`src/include/perf_event_select_map.vh`:
```
// register offsets, field positions, reset values and event codes of the event selector
`ifndef PERF_EVENT_SELECT_MAP_VH
`define PERF_EVENT_SELECT_MAP_VH

// ----------------------------------------
// register map (byte addresses)
// ----------------------------------------
`define SEL_OFS          8'h00
`define CNT_OFS          8'h04
`define CNT_STRIDE_LOG2  3
`define STATUS_OFS       8'h40

// ----------------------------------------
// fields and reset values
// ----------------------------------------
`define SEL_EVT_LSB      0
`define SEL_UM_LSB       8
`define SEL_EN_BIT       22
`define SEL_RST          32'h00000000
`define SEL_EVT_RST      8'h00
`define SEL_UM_RST       8'h00
`define CNT_RST          32'h00000000
`define STS_STREAM_BIT   8
`define PFQ_DEPTH        3'h4

// ----------------------------------------
// event codes
// ----------------------------------------
`define EV_L1_WB         8'h28
`define EV_LAST_LEVEL    8'h2E
`define EV_UNHALTED      8'h3C
`define EV_DATA_XLATE    8'h49
`define EV_LOAD_HIT_PRE  8'h4C
`define EV_PREFETCH      8'h4E
`define EV_NESTED_WALK   8'h4F
`define EV_L1_LINES      8'h51
`define EV_LOAD_LOCK     8'h52
`define EV_OUTSTANDING   8'h60
`define EV_LOCK_CYCLES   8'h63
`define EV_IO            8'h6C
`define EV_FETCH         8'h80
`define EV_INSTR_XLATE   8'h85
`define EV_LEN_STALL     8'h87
`define EV_BR_EXEC       8'h88
`define EV_BR_MISP       8'h89
`define EV_RES_STALL     8'hA2

// ----------------------------------------
// unit masks
// ----------------------------------------
`define UM_NONE          8'h00
`define UM_BIT0          8'h01
`define UM_BIT1          8'h02
`define UM_BIT2          8'h04
`define UM_BIT3          8'h08
`define UM_BIT4          8'h10
`define UM_BIT5          8'h20
`define UM_BIT7          8'h80
`define UM_LOW_NIBBLE    8'h0F
`define UM_FETCH_ALL     8'h03
`define UM_LLC_MISS      8'h41
`define UM_LLC_ACCESS    8'h4F
`define BR_MISP_ZERO     7'h12

`endif

```
`src/perf_event_select.v`:
```
// event-select decoder with programmable counters behind an apb slave
`timescale 1ns/10ps
`include "perf_event_select_map.vh"

module perf_event_select #(
    parameter NUM_CNT = 4,
    parameter OUT_W   = 4
) (
    // clock and reset
    input  wire             clk,
    input  wire             reset,
    // apb slave
    input  wire             psel,
    input  wire             penable,
    input  wire             pwrite,
    input  wire [7:0]       paddr,
    input  wire [31:0]      pwdata,
    output reg              pready,
    output reg  [31:0]      prdata,
    output reg              pslverr,
    // cache and lock sources
    input  wire             l1_writeback_all_states,
    input  wire             last_level_miss,
    input  wire             last_level_access,
    input  wire             l1_fill,
    input  wire             l1_modified_fill,
    input  wire             l1_modified_evict,
    input  wire             modified_snoop_eviction,
    input  wire             load_lock_fill_accept,
    input  wire             load_hit_prefetch,
    input  wire             dual_cache_lock_cycles,
    input  wire             data_line_lock_cycles,
    input  wire             io_done,
    // thread state
    input  wire             thread_halted,
    input  wire             timestamp_tick,
    // data translation
    input  wire             data_xlate_walk_miss,
    input  wire             data_xlate_walk_done,
    input  wire             data_xlate_walk_busy,
    input  wire             data_xlate_second_hit,
    input  wire             data_xlate_dir_entry_miss,
    input  wire             data_xlate_large_done,
    input  wire             nested_walk_busy,
    // instruction translation
    input  wire             instr_xlate_walk_miss,
    input  wire             instr_xlate_walk_done,
    input  wire             instr_xlate_walk_busy,
    input  wire             instr_xlate_second_level_hit,
    input  wire             instr_xlate_large_done,
    // prefetchers
    input  wire             stream_train,
    input  wire             stream_req,
    input  wire             ip_req,
    input  wire             l1_data_hit,
    input  wire             prefetch_dispatch,
    input  wire             prefetch_miss,
    // outstanding off-core reads, occupancy per cycle
    input  wire [OUT_W-1:0] out_demand_data,
    input  wire [OUT_W-1:0] out_demand_code,
    input  wire [OUT_W-1:0] out_demand_own,
    input  wire [OUT_W-1:0] out_prefetch_read,
    // instruction fetch
    input  wire             fetch_hit,
    input  wire             fetch_miss_busy,
    input  wire             fetch_stall,
    // length decoder
    input  wire             length_prefix_stall,
    input  wire             length_mru_stall,
    input  wire             length_queue_full,
    input  wire             length_regen_stall,
    // branches, class bits: cond, direct, ind, ret, dcall, icall, taken
    input  wire             branch_exec,
    input  wire [6:0]       branch_class,
    input  wire             branch_mispredict,
    // allocator
    input  wire             alloc_stall,
    input  wire             load_buffer_stall
);

    localparam INC_W = OUT_W + 2;

    // ----------------------------------------
    // prefetch queue and streamer
    // ----------------------------------------
    reg        stream_active_q;
    reg  [2:0] pfq_cnt_q;
    reg  [2:0] pfq_cnt_d;
    reg  [1:0] push_cnt;
    reg        miss_busy_q;
    wire       stream_push;
    wire       fetch_miss_once;

    assign stream_push = stream_req & stream_active_q;

    always @* begin
        // both prefetchers may push in one cycle
        push_cnt  = {1'b0, stream_push} + {1'b0, ip_req};
        pfq_cnt_d = pfq_cnt_q;
        if (prefetch_dispatch && pfq_cnt_q != 3'd0) begin
            pfq_cnt_d = pfq_cnt_q - 3'd1;
        end
        if ({1'b0, pfq_cnt_d} + {2'b00, push_cnt} > `PFQ_DEPTH) begin
            pfq_cnt_d = `PFQ_DEPTH;
        end else begin
            pfq_cnt_d = pfq_cnt_d + {1'b0, push_cnt};
        end
    end

    always @(posedge clk) begin
        if (reset) begin
            stream_active_q <= 1'b0;
            pfq_cnt_q       <= 3'd0;
            miss_busy_q     <= 1'b0;
        end else begin
            // a hit stops the streamer, even against a new train
            if (l1_data_hit) begin
                stream_active_q <= 1'b0;
            end else if (stream_train) begin
                stream_active_q <= 1'b1;
            end
            pfq_cnt_q   <= pfq_cnt_d;
            miss_busy_q <= fetch_miss_busy;
        end
    end

    // edge detector idles low, as its input does after reset
    // a miss counts once, on its first outstanding cycle
    assign fetch_miss_once = fetch_miss_busy & ~miss_busy_q;

    // ----------------------------------------
    // branch classes
    // ----------------------------------------
    wire [6:0] misp_class;

    assign misp_class = branch_class & ~`BR_MISP_ZERO;

    // ----------------------------------------
    // apb decode
    // ----------------------------------------
    wire [2:0] reg_idx;
    wire       is_status;
    wire       in_range;
    wire       setup;
    wire       wr_take;

    assign reg_idx   = paddr[`CNT_STRIDE_LOG2+2:`CNT_STRIDE_LOG2];
    assign is_status = (paddr == `STATUS_OFS);
    // indices past 7 would reach the status page
    assign in_range  = (paddr[7:6] == 2'b00) && (paddr[1:0] == 2'b00)
                       && ({1'b0, reg_idx} < NUM_CNT);
    assign setup     = psel & ~penable;
    // writes land only at the edge where the master sees pready
    assign wr_take   = psel & penable & pready & pwrite & ~pslverr;

    // ----------------------------------------
    // counters
    // ----------------------------------------
    wire [32*NUM_CNT-1:0] sel_flat;
    wire [32*NUM_CNT-1:0] cnt_flat;

    genvar gi;
    generate
        for (gi = 0; gi < NUM_CNT; gi = gi + 1) begin : g_cnt
            reg  [7:0]       evt_q;
            reg  [7:0]       um_q;
            reg              en_q;
            reg  [31:0]      cnt_q;
            reg  [INC_W-1:0] inc;
            reg              allowed;
            wire             hit_sel;
            wire             hit_cnt;

            assign hit_sel = wr_take && reg_idx == gi && paddr[2:0] == `SEL_OFS;
            assign hit_cnt = wr_take && reg_idx == gi && paddr[2:0] == `CNT_OFS;
            assign sel_flat[32*gi+31:32*gi] = {9'h000, en_q, 6'h00, um_q, evt_q};
            assign cnt_flat[32*gi+31:32*gi] = cnt_q;

            always @* begin
                inc     = {INC_W{1'b0}};
                allowed = 1'b1;
                // restricted events only on their counters
                case (evt_q)
                    `EV_LOAD_HIT_PRE: allowed = (gi < 2);
                    `EV_PREFETCH:     allowed = (gi < 2);
                    `EV_L1_LINES:     allowed = (gi < 2);
                    `EV_LOCK_CYCLES:  allowed = (gi < 2);
                    `EV_OUTSTANDING:  allowed = (gi == 0);
                    default:          allowed = 1'b1;
                endcase

                case ({evt_q, um_q})
                    {`EV_L1_WB, `UM_LOW_NIBBLE}:      inc[0] = l1_writeback_all_states;
                    {`EV_LAST_LEVEL, `UM_LLC_MISS}:   inc[0] = last_level_miss;
                    {`EV_LAST_LEVEL, `UM_LLC_ACCESS}: inc[0] = last_level_access;
                    {`EV_UNHALTED, `UM_NONE}:         inc[0] = ~thread_halted;
                    {`EV_UNHALTED, `UM_BIT0}:         inc[0] = timestamp_tick & ~thread_halted;
                    {`EV_DATA_XLATE, `UM_BIT0}:       inc[0] = data_xlate_walk_miss;
                    {`EV_DATA_XLATE, `UM_BIT1}:       inc[0] = data_xlate_walk_done;
                    {`EV_DATA_XLATE, `UM_BIT2}:       inc[0] = data_xlate_walk_busy;
                    {`EV_DATA_XLATE, `UM_BIT4}:       inc[0] = data_xlate_second_hit;
                    {`EV_DATA_XLATE, `UM_BIT5}:       inc[0] = data_xlate_dir_entry_miss;
                    {`EV_DATA_XLATE, `UM_BIT7}:       inc[0] = data_xlate_large_done;
                    {`EV_LOAD_HIT_PRE, `UM_BIT0}:     inc[0] = load_hit_prefetch;
                    {`EV_PREFETCH, `UM_BIT0}:         inc[0] = prefetch_dispatch
                                                               && pfq_cnt_q != 3'd0;
                    {`EV_PREFETCH, `UM_BIT1}:         inc[0] = prefetch_miss;
                    {`EV_PREFETCH, `UM_BIT2}:         inc[1:0] = push_cnt;
                    {`EV_NESTED_WALK, `UM_BIT4}:      inc[0] = nested_walk_busy;
                    {`EV_L1_LINES, `UM_BIT0}:         inc[0] = l1_fill;
                    {`EV_L1_LINES, `UM_BIT1}:         inc[0] = l1_modified_fill;
                    {`EV_L1_LINES, `UM_BIT2}:         inc[0] = l1_modified_evict;
                    {`EV_L1_LINES, `UM_BIT3}:         inc[0] = modified_snoop_eviction;
                    {`EV_LOAD_LOCK, `UM_BIT0}:        inc[0] = load_lock_fill_accept;
                    {`EV_OUTSTANDING, `UM_BIT0}:      inc = {2'b00, out_demand_data};
                    {`EV_OUTSTANDING, `UM_BIT1}:      inc = {2'b00, out_demand_code};
                    {`EV_OUTSTANDING, `UM_BIT2}:      inc = {2'b00, out_demand_own};
                    {`EV_OUTSTANDING, `UM_BIT3}:      inc = {2'b00, out_demand_data}
                                                            + {2'b00, out_demand_code}
                                                            + {2'b00, out_prefetch_read};
                    {`EV_LOCK_CYCLES, `UM_BIT0}:      inc[0] = dual_cache_lock_cycles;
                    {`EV_LOCK_CYCLES, `UM_BIT1}:      inc[0] = data_line_lock_cycles;
                    {`EV_IO, `UM_BIT0}:               inc[0] = io_done;
                    {`EV_FETCH, `UM_BIT0}:            inc[0] = fetch_hit;
                    {`EV_FETCH, `UM_BIT1}:            inc[0] = fetch_miss_once;
                    {`EV_FETCH, `UM_FETCH_ALL}:       inc[1:0] = {1'b0, fetch_hit}
                                                                 + {1'b0, fetch_miss_once};
                    {`EV_FETCH, `UM_BIT2}:            inc[0] = fetch_stall;
                    {`EV_INSTR_XLATE, `UM_BIT0}:      inc[0] = instr_xlate_walk_miss;
                    {`EV_INSTR_XLATE, `UM_BIT1}:      inc[0] = instr_xlate_walk_done;
                    {`EV_INSTR_XLATE, `UM_BIT2}:      inc[0] = instr_xlate_walk_busy;
                    {`EV_INSTR_XLATE, `UM_BIT4}:      inc[0] = instr_xlate_second_level_hit;
                    {`EV_INSTR_XLATE, `UM_BIT7}:      inc[0] = instr_xlate_large_done;
                    {`EV_LEN_STALL, `UM_BIT0}:        inc[0] = length_prefix_stall;
                    {`EV_LEN_STALL, `UM_BIT1}:        inc[0] = length_mru_stall;
                    {`EV_LEN_STALL, `UM_BIT2}:        inc[0] = length_queue_full;
                    {`EV_LEN_STALL, `UM_BIT3}:        inc[0] = length_regen_stall;
                    {`EV_LEN_STALL, `UM_LOW_NIBBLE}:  inc[0] = length_prefix_stall
                                                               | length_mru_stall
                                                               | length_queue_full
                                                               | length_regen_stall;
                    {`EV_RES_STALL, `UM_BIT0}:        inc[0] = alloc_stall;
                    {`EV_RES_STALL, `UM_BIT1}:        inc[0] = load_buffer_stall;
                    default: begin
                        if (evt_q == `EV_BR_EXEC) begin
                            inc[0] = branch_exec && (um_q[6:0] & branch_class) != 7'h00;
                        end else if (evt_q == `EV_BR_MISP) begin
                            inc[0] = branch_exec && branch_mispredict
                                     && (um_q[6:0] & misp_class) != 7'h00;
                        end
                    end
                endcase
            end

            always @(posedge clk) begin
                if (reset) begin
                    evt_q <= `SEL_EVT_RST;
                    um_q  <= `SEL_UM_RST;
                    en_q  <= 1'b0;
                    cnt_q <= `CNT_RST;
                end else begin
                    if (hit_sel) begin
                        evt_q <= pwdata[`SEL_EVT_LSB+7:`SEL_EVT_LSB];
                        um_q  <= pwdata[`SEL_UM_LSB+7:`SEL_UM_LSB];
                        en_q  <= pwdata[`SEL_EN_BIT];
                    end
                    // software load wins over a same-cycle increment
                    if (hit_cnt) begin
                        cnt_q <= pwdata;
                    end else if (en_q && allowed) begin
                        cnt_q <= cnt_q + {{(32-INC_W){1'b0}}, inc};
                    end
                end
            end
        end
    endgenerate

    // ----------------------------------------
    // apb answer, zero wait states
    // ----------------------------------------
    reg [31:0] rd_mux;
    reg        err_d;
    integer    k;

    always @* begin
        rd_mux = 32'h00000000;
        err_d  = 1'b0;
        if (is_status) begin
            rd_mux = {23'h000000, stream_active_q, 5'h00, pfq_cnt_q};
            err_d  = pwrite;
        end else if (in_range) begin
            for (k = 0; k < NUM_CNT; k = k + 1) begin
                if (reg_idx == k) begin
                    rd_mux = paddr[2] ? cnt_flat[32*k+:32] : sel_flat[32*k+:32];
                end
            end
        end else begin
            err_d = 1'b1;
        end
    end

    always @(posedge clk) begin
        if (reset) begin
            pready  <= 1'b0;
            prdata  <= 32'h00000000;
            pslverr <= 1'b0;
        end else begin
            // answer is set up during the setup cycle
            pready  <= setup;
            pslverr <= setup & err_d;
            // read word frozen at setup, held until the next read
            if (setup && !pwrite) begin
                prdata <= err_d ? 32'h00000000 : rd_mux;
            end
        end
    end

endmodule

```
`config.mk`:
```
export PLATFORM = sky130hd
export DESIGN_NAME = perf_event_select
export DESIGN_NICKNAME = d
export VERILOG_FILES = /design/src/perf_event_select.v
export VERILOG_INCLUDE_DIRS = /design/src /design/src/include
export SDC_FILE = /design/constraint.sdc
export NUM_CORES = 1
export LEC_CHECK = 0
export BUFFER_PORTS_ARGS = -buffer_cell sky130_fd_sc_hd__buf_2
export CORE_MARGIN = 5
export CORE_UTILIZATION = 60
export CTS_BUF_LIST = sky130_fd_sc_hd__clkbuf_8 sky130_fd_sc_hd__clkbuf_16
export CTS_CLUSTER_DIAMETER = 30
export DETAILED_ROUTE_END_ITERATION = 8
export HOLD_SLACK_MARGIN = 0.08
export MAX_ROUTING_LAYER = met4
export PLACE_DENSITY_LB_ADDON = 0.05
export SYNTH_ARGS = -nofsm -noshare
export SYNTH_HDL_FRONTEND = slang
export SYNTH_SLANG_ARGS = --single-unit
```
`constraint.sdc`:
```
create_clock -name clk -period 5.55 [get_ports clk]
set_input_delay 0.2775 -clock clk [delete_from_list [all_inputs] [get_ports clk]]
set_output_delay 0.2775 -clock clk [all_outputs]
set_load 0.02 [all_outputs]
```
==> results.cfg, run 1 <==
[logic_synthesis]
synth_area_sq_um = 16600
syn_avg_cell_area_sq_um = 7.61
async_reset_ff_share_pct = 0
ys_warn_count = 0
synth-edff-count = 0
ys_seq_elements = 235
synth_cells = 2187
ys_seq_area_share_pct = 28.3
synth_cell_type_count = 83
syn-num-nets = 2341
synth_ff_type = dfxtp_1

[placement]
dp_slack_ns = 0.829
placement.io_buffers = 144
dpl.hpwl_mm = 52.2
gp_congestion = 1.08
dp.cells = 2570
placed_cell_area_sq_um = 17400

[flow_run]
maxCapViolations = 0

[sta]
skew_ns = 0.0323
rsz0062_at_grt = no
slew_viol_final = 0
layout_setup_ws_ns = 0.590
layout_min_cycle_time_ns = 4.96
fmax_ghz = 0.202
fin_crit_sh_pct = 89.4
setup_viol = 0
maxSlewHeadroom_pct = 14.7
worstMarginPinSlew_ns = 1.28
hold_slack_ns = 0.0864
fin_setup_tns_ns = 0
hold_viol_final = 0

[finish]
area_growth_syn_to_layout_pct = 14.2
finalNonFillerCells = 2663
mostFrequentLayoutCell = nand2_1
final_nets = 2401
mostFrequentLayoutCells = nand2_1, nor2_1, dfxtp_1
drive_above_1_share_pct = 14.7
fillers = 2102
final_area_sq_um = 19000
post-route-util_pct = 69.0

[global_routing]
grt_max_degree = 134
grt_overflow = 0
first_global_vias = 18200
antenna_found_initial = 2
grt_util_all_layers_pct = 46.3
grt_pass1_wl_mm = 108

[die]
row_count = 61
dieArea_sq_um = 31200
die_x_microns = 177
die_h_microns = 177
initial_utilization_pct = 60.4
ioPinCount = 145
placeableCoreArea_sq_um = 27600

[clocking]
ctsResizeCount = 0
clk_latency_ns = 0.56
tritoncts = yes
numCtsBuffers = 44
post_cts_buffers = 0
clk_pin_slew_ns = 0.05
clock-sinks = 235
cts_max_level = 2
cts_buffer_depth = 3
cts-root-buf = clkbuf_16

[route]
met3_wirelength_mm = 9.07
ant_nets = 0
via_count = 19100
drc = 0
wl_met2_mm = 30.9
met1_length_mm = 25.1
drt_wl_total_mm = 72.7
top_layer = met4
viasPerCell = 7.16
wl_per_cell_microns = 27.3
drt_pre_antenna_iters = 9
first_iter_violations = 2868

[setup_path]
r2r-end = g_cnt[0].cnt_q[28]
cp.required_ns = 5.98
cp_data_arrival_time_ns = 5.39
crit_path_max_fanout = 9
cp-end-kind = flop
cp-start-kind = flop
worst_r2r_startpoint = g_cnt[0].evt_q[7]
r2r_cells = 15
r2r_setup_slack_ns = 0.59
crit_type = reg2reg

[power_and_ir_drop]
p_per_area_nw_per_um2 = 254
ir_drop_uv = 265
p_total_mw = 4.83
leakage_nw = 6.79

[min_path]
hold_depth = 3
hold_start = pwdata[27]
hold_path_end = g_cnt[3].cnt_q[27]
hold_path_class = in2reg

[outcome]
status = complete, no violations
critical path, stage by stage, from the launching register on:
cell and delay (ns):
dfxtp_1 0.47, or4b_2 0.71, or4_1 0.51, nor3_1 0.36, a211oi_1 0.15, nand4_1 0.10
nand4b_1 0.18, ha_1 0.25, fa_1 0.26, a21o_1 0.13, a21oi_1 0.09, o21ai_0 0.43
nand4_1 0.43, nor3_1 0.39, xnor2_1 0.12, a211oi_1 0.27
final cells by class:
cell class                      instances  area (sq um)  share of cell area, %
Antenna cell                            2          5.00                 0.0263
Clock buffer                           48          1160                   6.08
Clock inverter                         34           362                   1.90
Inverter                               54           203                   1.07
Multi-Input combinational cell       1730         11100                   58.2
Sequential cell                       235          4700                   24.7
Tap cell                              378           473                   2.49
Timing Repair Buffer                  182          1030                   5.44
sequential cells by signal, summed over array words and instances (netlist names):
register,cells
pslverr,1
g_cnt.um_q,32
g_cnt.cnt_q,128
miss_busy_q,1
g_cnt.evt_q,32
pready,1
pfq_cnt_q,3
prdata,32
g_cnt.en_q,4
stream_active_q,1
cell families (layout without fill, tap and decap cells):
logic type | after synthesis | after routing | synth area share [%]
adders and majority gates | 43 | 43 | 3.68
muxes | 95 | 95 | 7.13
AOI/OAI and AO/OA | 518 | 518 | 21.3
and+or+nand+nor | 973 | 973 | 29.0
other | 0 | 2 | 0
buffers and inverters | 222 | 318 | 5.32
DFF | 235 | 235 | 28.3
xor gates and xnor gates | 101 | 101 | 5.31
power breakdown:
part           internal, mW  switching [mW]
registers              1.70          0.0123
clock network          1.68            1.01
logic                 0.121           0.305
total                  3.50            1.33
synthesized netlist by cell type (all sizes together) (10+ instances only):
cell type	count	area, sq um
nor3b	25	188
and3	37	238
inv	54	203
a22o	13	115
o21ai	54	274
nor2b	17	106
xnor2	60	526
nand2	288	1080
a211oi	117	878
mux2	29	327
a311oi	12	105
nand3b	12	90.1
nor3	72	360
nor4	30	194
a22oi	61	458
buf	19	103
fa	10	200
or3	15	93.8
xor2	41	359
and2	15	95.1
a31oi	11	68.8
ha	33	413
a32oi	12	105
mux2i	50	500
nand4	60	375
o221ai	15	131
nor2	237	890
mux4	16	360
clkbuf	149	581
nand3	74	370
o22ai	18	113
a21oi	137	686
nand2b	25	156
dfxtp	235	4700
nor4b	11	103
timing repair:
item                                    4_1_cts  5_1_grt
hold endpoints to repair                     10        0
hold buffers                                  9        0
endpoints found under the setup margin        0        0
per-layer routing:
layer	global-route usage [%]	vias up
li1	-	8169
met1	54.6	8827
met2	68.6	1596
met3	9.14	486
met4	37.3	0
met5	-	-
worst max-delay path by stage:
stage                     cells past startpoint                 end              start
after detailed placement                     15  g_cnt[0].cnt_q[28]  g_cnt[0].evt_q[7]
final                                        15  g_cnt[0].cnt_q[28]  g_cnt[0].evt_q[7]
after floorplan                              19  g_cnt[1].cnt_q[24]   g_cnt[1].um_q[4]
after global routing                         16  g_cnt[0].cnt_q[28]  g_cnt[0].evt_q[7]
after CTS                                    15  g_cnt[0].cnt_q[28]  g_cnt[0].evt_q[7]
after global placement                       17  g_cnt[3].cnt_q[30]  g_cnt[3].evt_q[7]
Note: power is estimated with default switching activity, not from simulation.
==> run 2, diff against run 1 <==
ABC_AREA = 1   (was not set)
==> run 2 against run 1 <==
Setup slack improved by 0.41 ns. Die area rose by 13%. Maximum frequency rose by 9.0%. Sequential share of layout area fell by 2.8 points. Clock power rose by 6%. Register-to-register slack improved by 0.41 ns. Largest cell class unchanged. First-iteration DRC count rose by 49%. Global-route usage rose by 3.0 points. Cell area rose by 13%. Via count rose by 29%. Worst hold slack improved by 0.057 ns.
==> results.cfg, run 2 <==
[outcome]
status = complete, no violations

[setup_path]
crit_family = simple AND/OR/NAND/NOR gates
critPathMostFrequentCell = nor2_1
cp_num_buf_inv = 3
crit_type = reg2reg
cp-start-kind = flop
cp_cell_sequence = inv_1 > nor2_2 > nand3_1 > nor2_2 > nand2_1 > nand4_1 > nor2_1 > nand3_1 > nor2_1 > nor2_1 > ha_1 > inv_1 > fa_1 > nand3b_1 > nand2_1 > nand3_1 > nand2_2 > nand2_1 > o21ai_0 > inv_1 > nor3_1 > nor2_1 > nor2_1
r2r-end = g_cnt[2].cnt_q[26]
slowest_stage = nand2_1
slowest_delay_ns = 0.43
cp-end-kind = flop
worst_r2r_startpoint = g_cnt[2].evt_q[5]
r2r_setup_slack_ns = 1.0
cp_data_arrival_time_ns = 5.03
cp.required_ns = 6.03
r2r_cells = 23
crit_path_max_fanout = 8
crit_start = g_cnt[2].evt_q[5]

[route]
drc = 0
viasPerCell = 6.63
drt_pre_antenna_iters = 8
ant_nets = 0
drt_wl_total_mm = 89.2
first_iter_violations = 4285
via_count = 24600
wl_per_cell_microns = 24.0

[placement]
placed_cell_area_sq_um = 19800
placement.io_buffers = 144
gp_congestion = 1.13
dpl.hpwl_mm = 66.2
dp.cells = 3621

[die]
die_h_microns = 188
initial_utilization_pct = 60.4
placeableCoreArea_sq_um = 31400
row_count = 65
die_x_microns = 188
dieArea_sq_um = 35200
ioPinCount = 145

[clocking]
tritoncts = yes
cts_hold_buf = 10
post_cts_buffers = 0
clk_pin_slew_ns = 0.06
cts-root-buf = clkbuf_16
numCtsBuffers = 45
ctsResizeCount = 0
clk_latency_ns = 0.56
cts_max_level = 2
clock-sinks = 235
cts_buffer_depth = 3

[finish]
largest_reg_flops = 128
final_area_sq_um = 21400
mostFrequentLayoutCells = nand2_1, inv_1, nor2_1
final_nets = 3430
area_growth_syn_to_layout_pct = 13.2
finalNonFillerCells = 3718
drive_above_1_share_pct = 9.93
mostFrequentLayoutCell = nand2_1
fillers = 2825
regMostFlops = g_cnt.cnt_q

[sta]
hold_viol_final = 0
maxSlewHeadroom_pct = 25.9
fin_crit_sh_pct = 82.0
skew_ns = 0.0240
rsz0062_at_grt = no
layout_min_cycle_time_ns = 4.55
setup_viol = 0
worstMarginPinSlew_ns = 1.11
hold_slack_ns = 0.143
fmax_ghz = 0.220
slew_viol_final = 0
fin_setup_tns_ns = 0

[power_and_ir_drop]
clock_power_share_pct = 55.5
ir_drop_uv = 264
p_comb_share_pct = 10.8
p_seq_share_pct = 33.7
p_per_area_nw_per_um2 = 238
p_sw_mw = 1.58
switching_share_pct = 30.9
internal_power_mw = 3.53
leakage_nw = 8.85

[min_path]
hold_depth = 3
hold_path_class = in2reg
hold_start = pwdata[30]
hold_path_end = g_cnt[3].cnt_q[30]

[logic_synthesis]
synth_area_sq_um = 19000
ys_seq_elements = 235
synth_cell_type_count = 55
synth_most_common_cell = nand2_1
synth_cells = 3170
synth_ff_type = dfxtp_1
syn-num-nets = 3324
synth-edff-count = 0
ys_seq_area_share_pct = 24.8
synth_top_area_share_pct = 24.8
synth_top_cells_by_area = dfxtp_1, nand2_1, nand3_1
syn_avg_cell_area_sq_um = 5.98
synth_area_leader_cell = dfxtp_1
ys_warn_count = 0
async_reset_ff_share_pct = 0
synth_commonest_cells = nand2_1, inv_1, nor2_1

[global_routing]
antenna_found_initial = 1
grt_pass1_wl_mm = 132
grt_util_all_layers_pct = 49.3
grt_overflow = 0
grt_max_degree = 93
first_global_vias = 22500

[flow_run]
maxCapViolations = 0
## run 2: cell count changes in the layout (fill, tap and decap cells not counted), sizes merged, moves of 29 or more
cell,change
nand2,+411
a211oi,-115
nor2,+166
inv,+357
o22ai,+69
a22oi,-53
mux2,-29
and3,-31
nand3,+232
a21oi,+129
mux2i,-50
xnor2,-52
o21ai,+187
## run 2: cell type report
type / count / area (sq um) / area share [%]
Antenna cell: 3 / 7.51 / 0.0350
Clock buffer: 48 / 1190 / 5.55
Clock inverter: 36 / 388 / 1.81
Inverter: 404 / 1520 / 7.07
Multi-Input combinational cell: 2422 / 12200 / 56.9
Sequential cell: 235 / 4700 / 21.9
Tap cell: 402 / 503 / 2.35
Timing Repair Buffer: 168 / 928 / 4.33
## run 2: cell families (layout without fill, tap and decap cells)
kind of cell	Yosys count	count (layout)	synth area share, %
compound gates	700	700	20.5
xor+xnor	67	67	3.10
fa+ha+maj	43	43	3.24
buf+inv	513	656	10.8
flops	235	235	24.8
other cells	0	3	0
simple gates	1612	1612	37.6
## run 2: worst register-to-register path, stage by stage (launching register included)
cell and delay (ns):
dfxtp_1 0.41, inv_1 0.15, nor2_2 0.15, nand3_1 0.16
nor2_2 0.33, nand2_1 0.43, nand4_1 0.32, nor2_1 0.08
nand3_1 0.07, nor2_1 0.04, nor2_1 0.27, ha_1 0.25
inv_1 0.07, fa_1 0.39, nand3b_1 0.18, nand2_1 0.13
nand3_1 0.11, nand2_2 0.25, nand2_1 0.15, o21ai_0 0.18
inv_1 0.06, nor3_1 0.13, nor2_1 0.06, nor2_1 0.08
## run 2: worst max-delay path by stage
stage | cells past startpoint | slack [ns] | endpoint
after global routing | 23 | 0.78 | g_cnt[2].cnt_q[26]
after floorplan | 21 | 1.94 | g_cnt[3].cnt_q[28]
final | 23 | 1.0 | g_cnt[2].cnt_q[26]
after detailed placement | 22 | 1.20 | g_cnt[3].cnt_q[28]
after CTS | 23 | 1.25 | g_cnt[2].cnt_q[26]
after global placement | 19 | 1.37 | g_cnt[2].cnt_q[25]
## run 2: power groups by stage
stage,logic (mW),clock network (mW),registers [mW]
floorplan,0.250,0,1.76
global placement,0.477,0,1.75
detailed placement,0.491,0,1.75
CTS,0.511,2.82,1.72
global route,0.570,2.92,1.72
finish,0.552,2.84,1.72
## run 2: per-layer routing
| layer | track usage [%] | wire, microns | vias up |
|---|---|---|---|
| met4 | 42.7 | 10500 | 0 |
| met5 | - | 0 | - |
| met3 | 10.8 | 12300 | 659 |
| met1 | 58.3 | 30600 | 10900 |
| li1 | - | - | 10900 |
| met2 | 70.7 | 35700 | 2198 |
## run 2: stage by stage
step	utilization, %	power (mW)	worst slack, ns
final	68.3	5.11	1.00
after global routing	68.3	5.21	0.782
after CTS	68.3	5.05	1.25
after detailed placement	62.9	2.25	1.20
after global placement	62.9	2.23	1.37
after floorplan	-	2.01	1.94
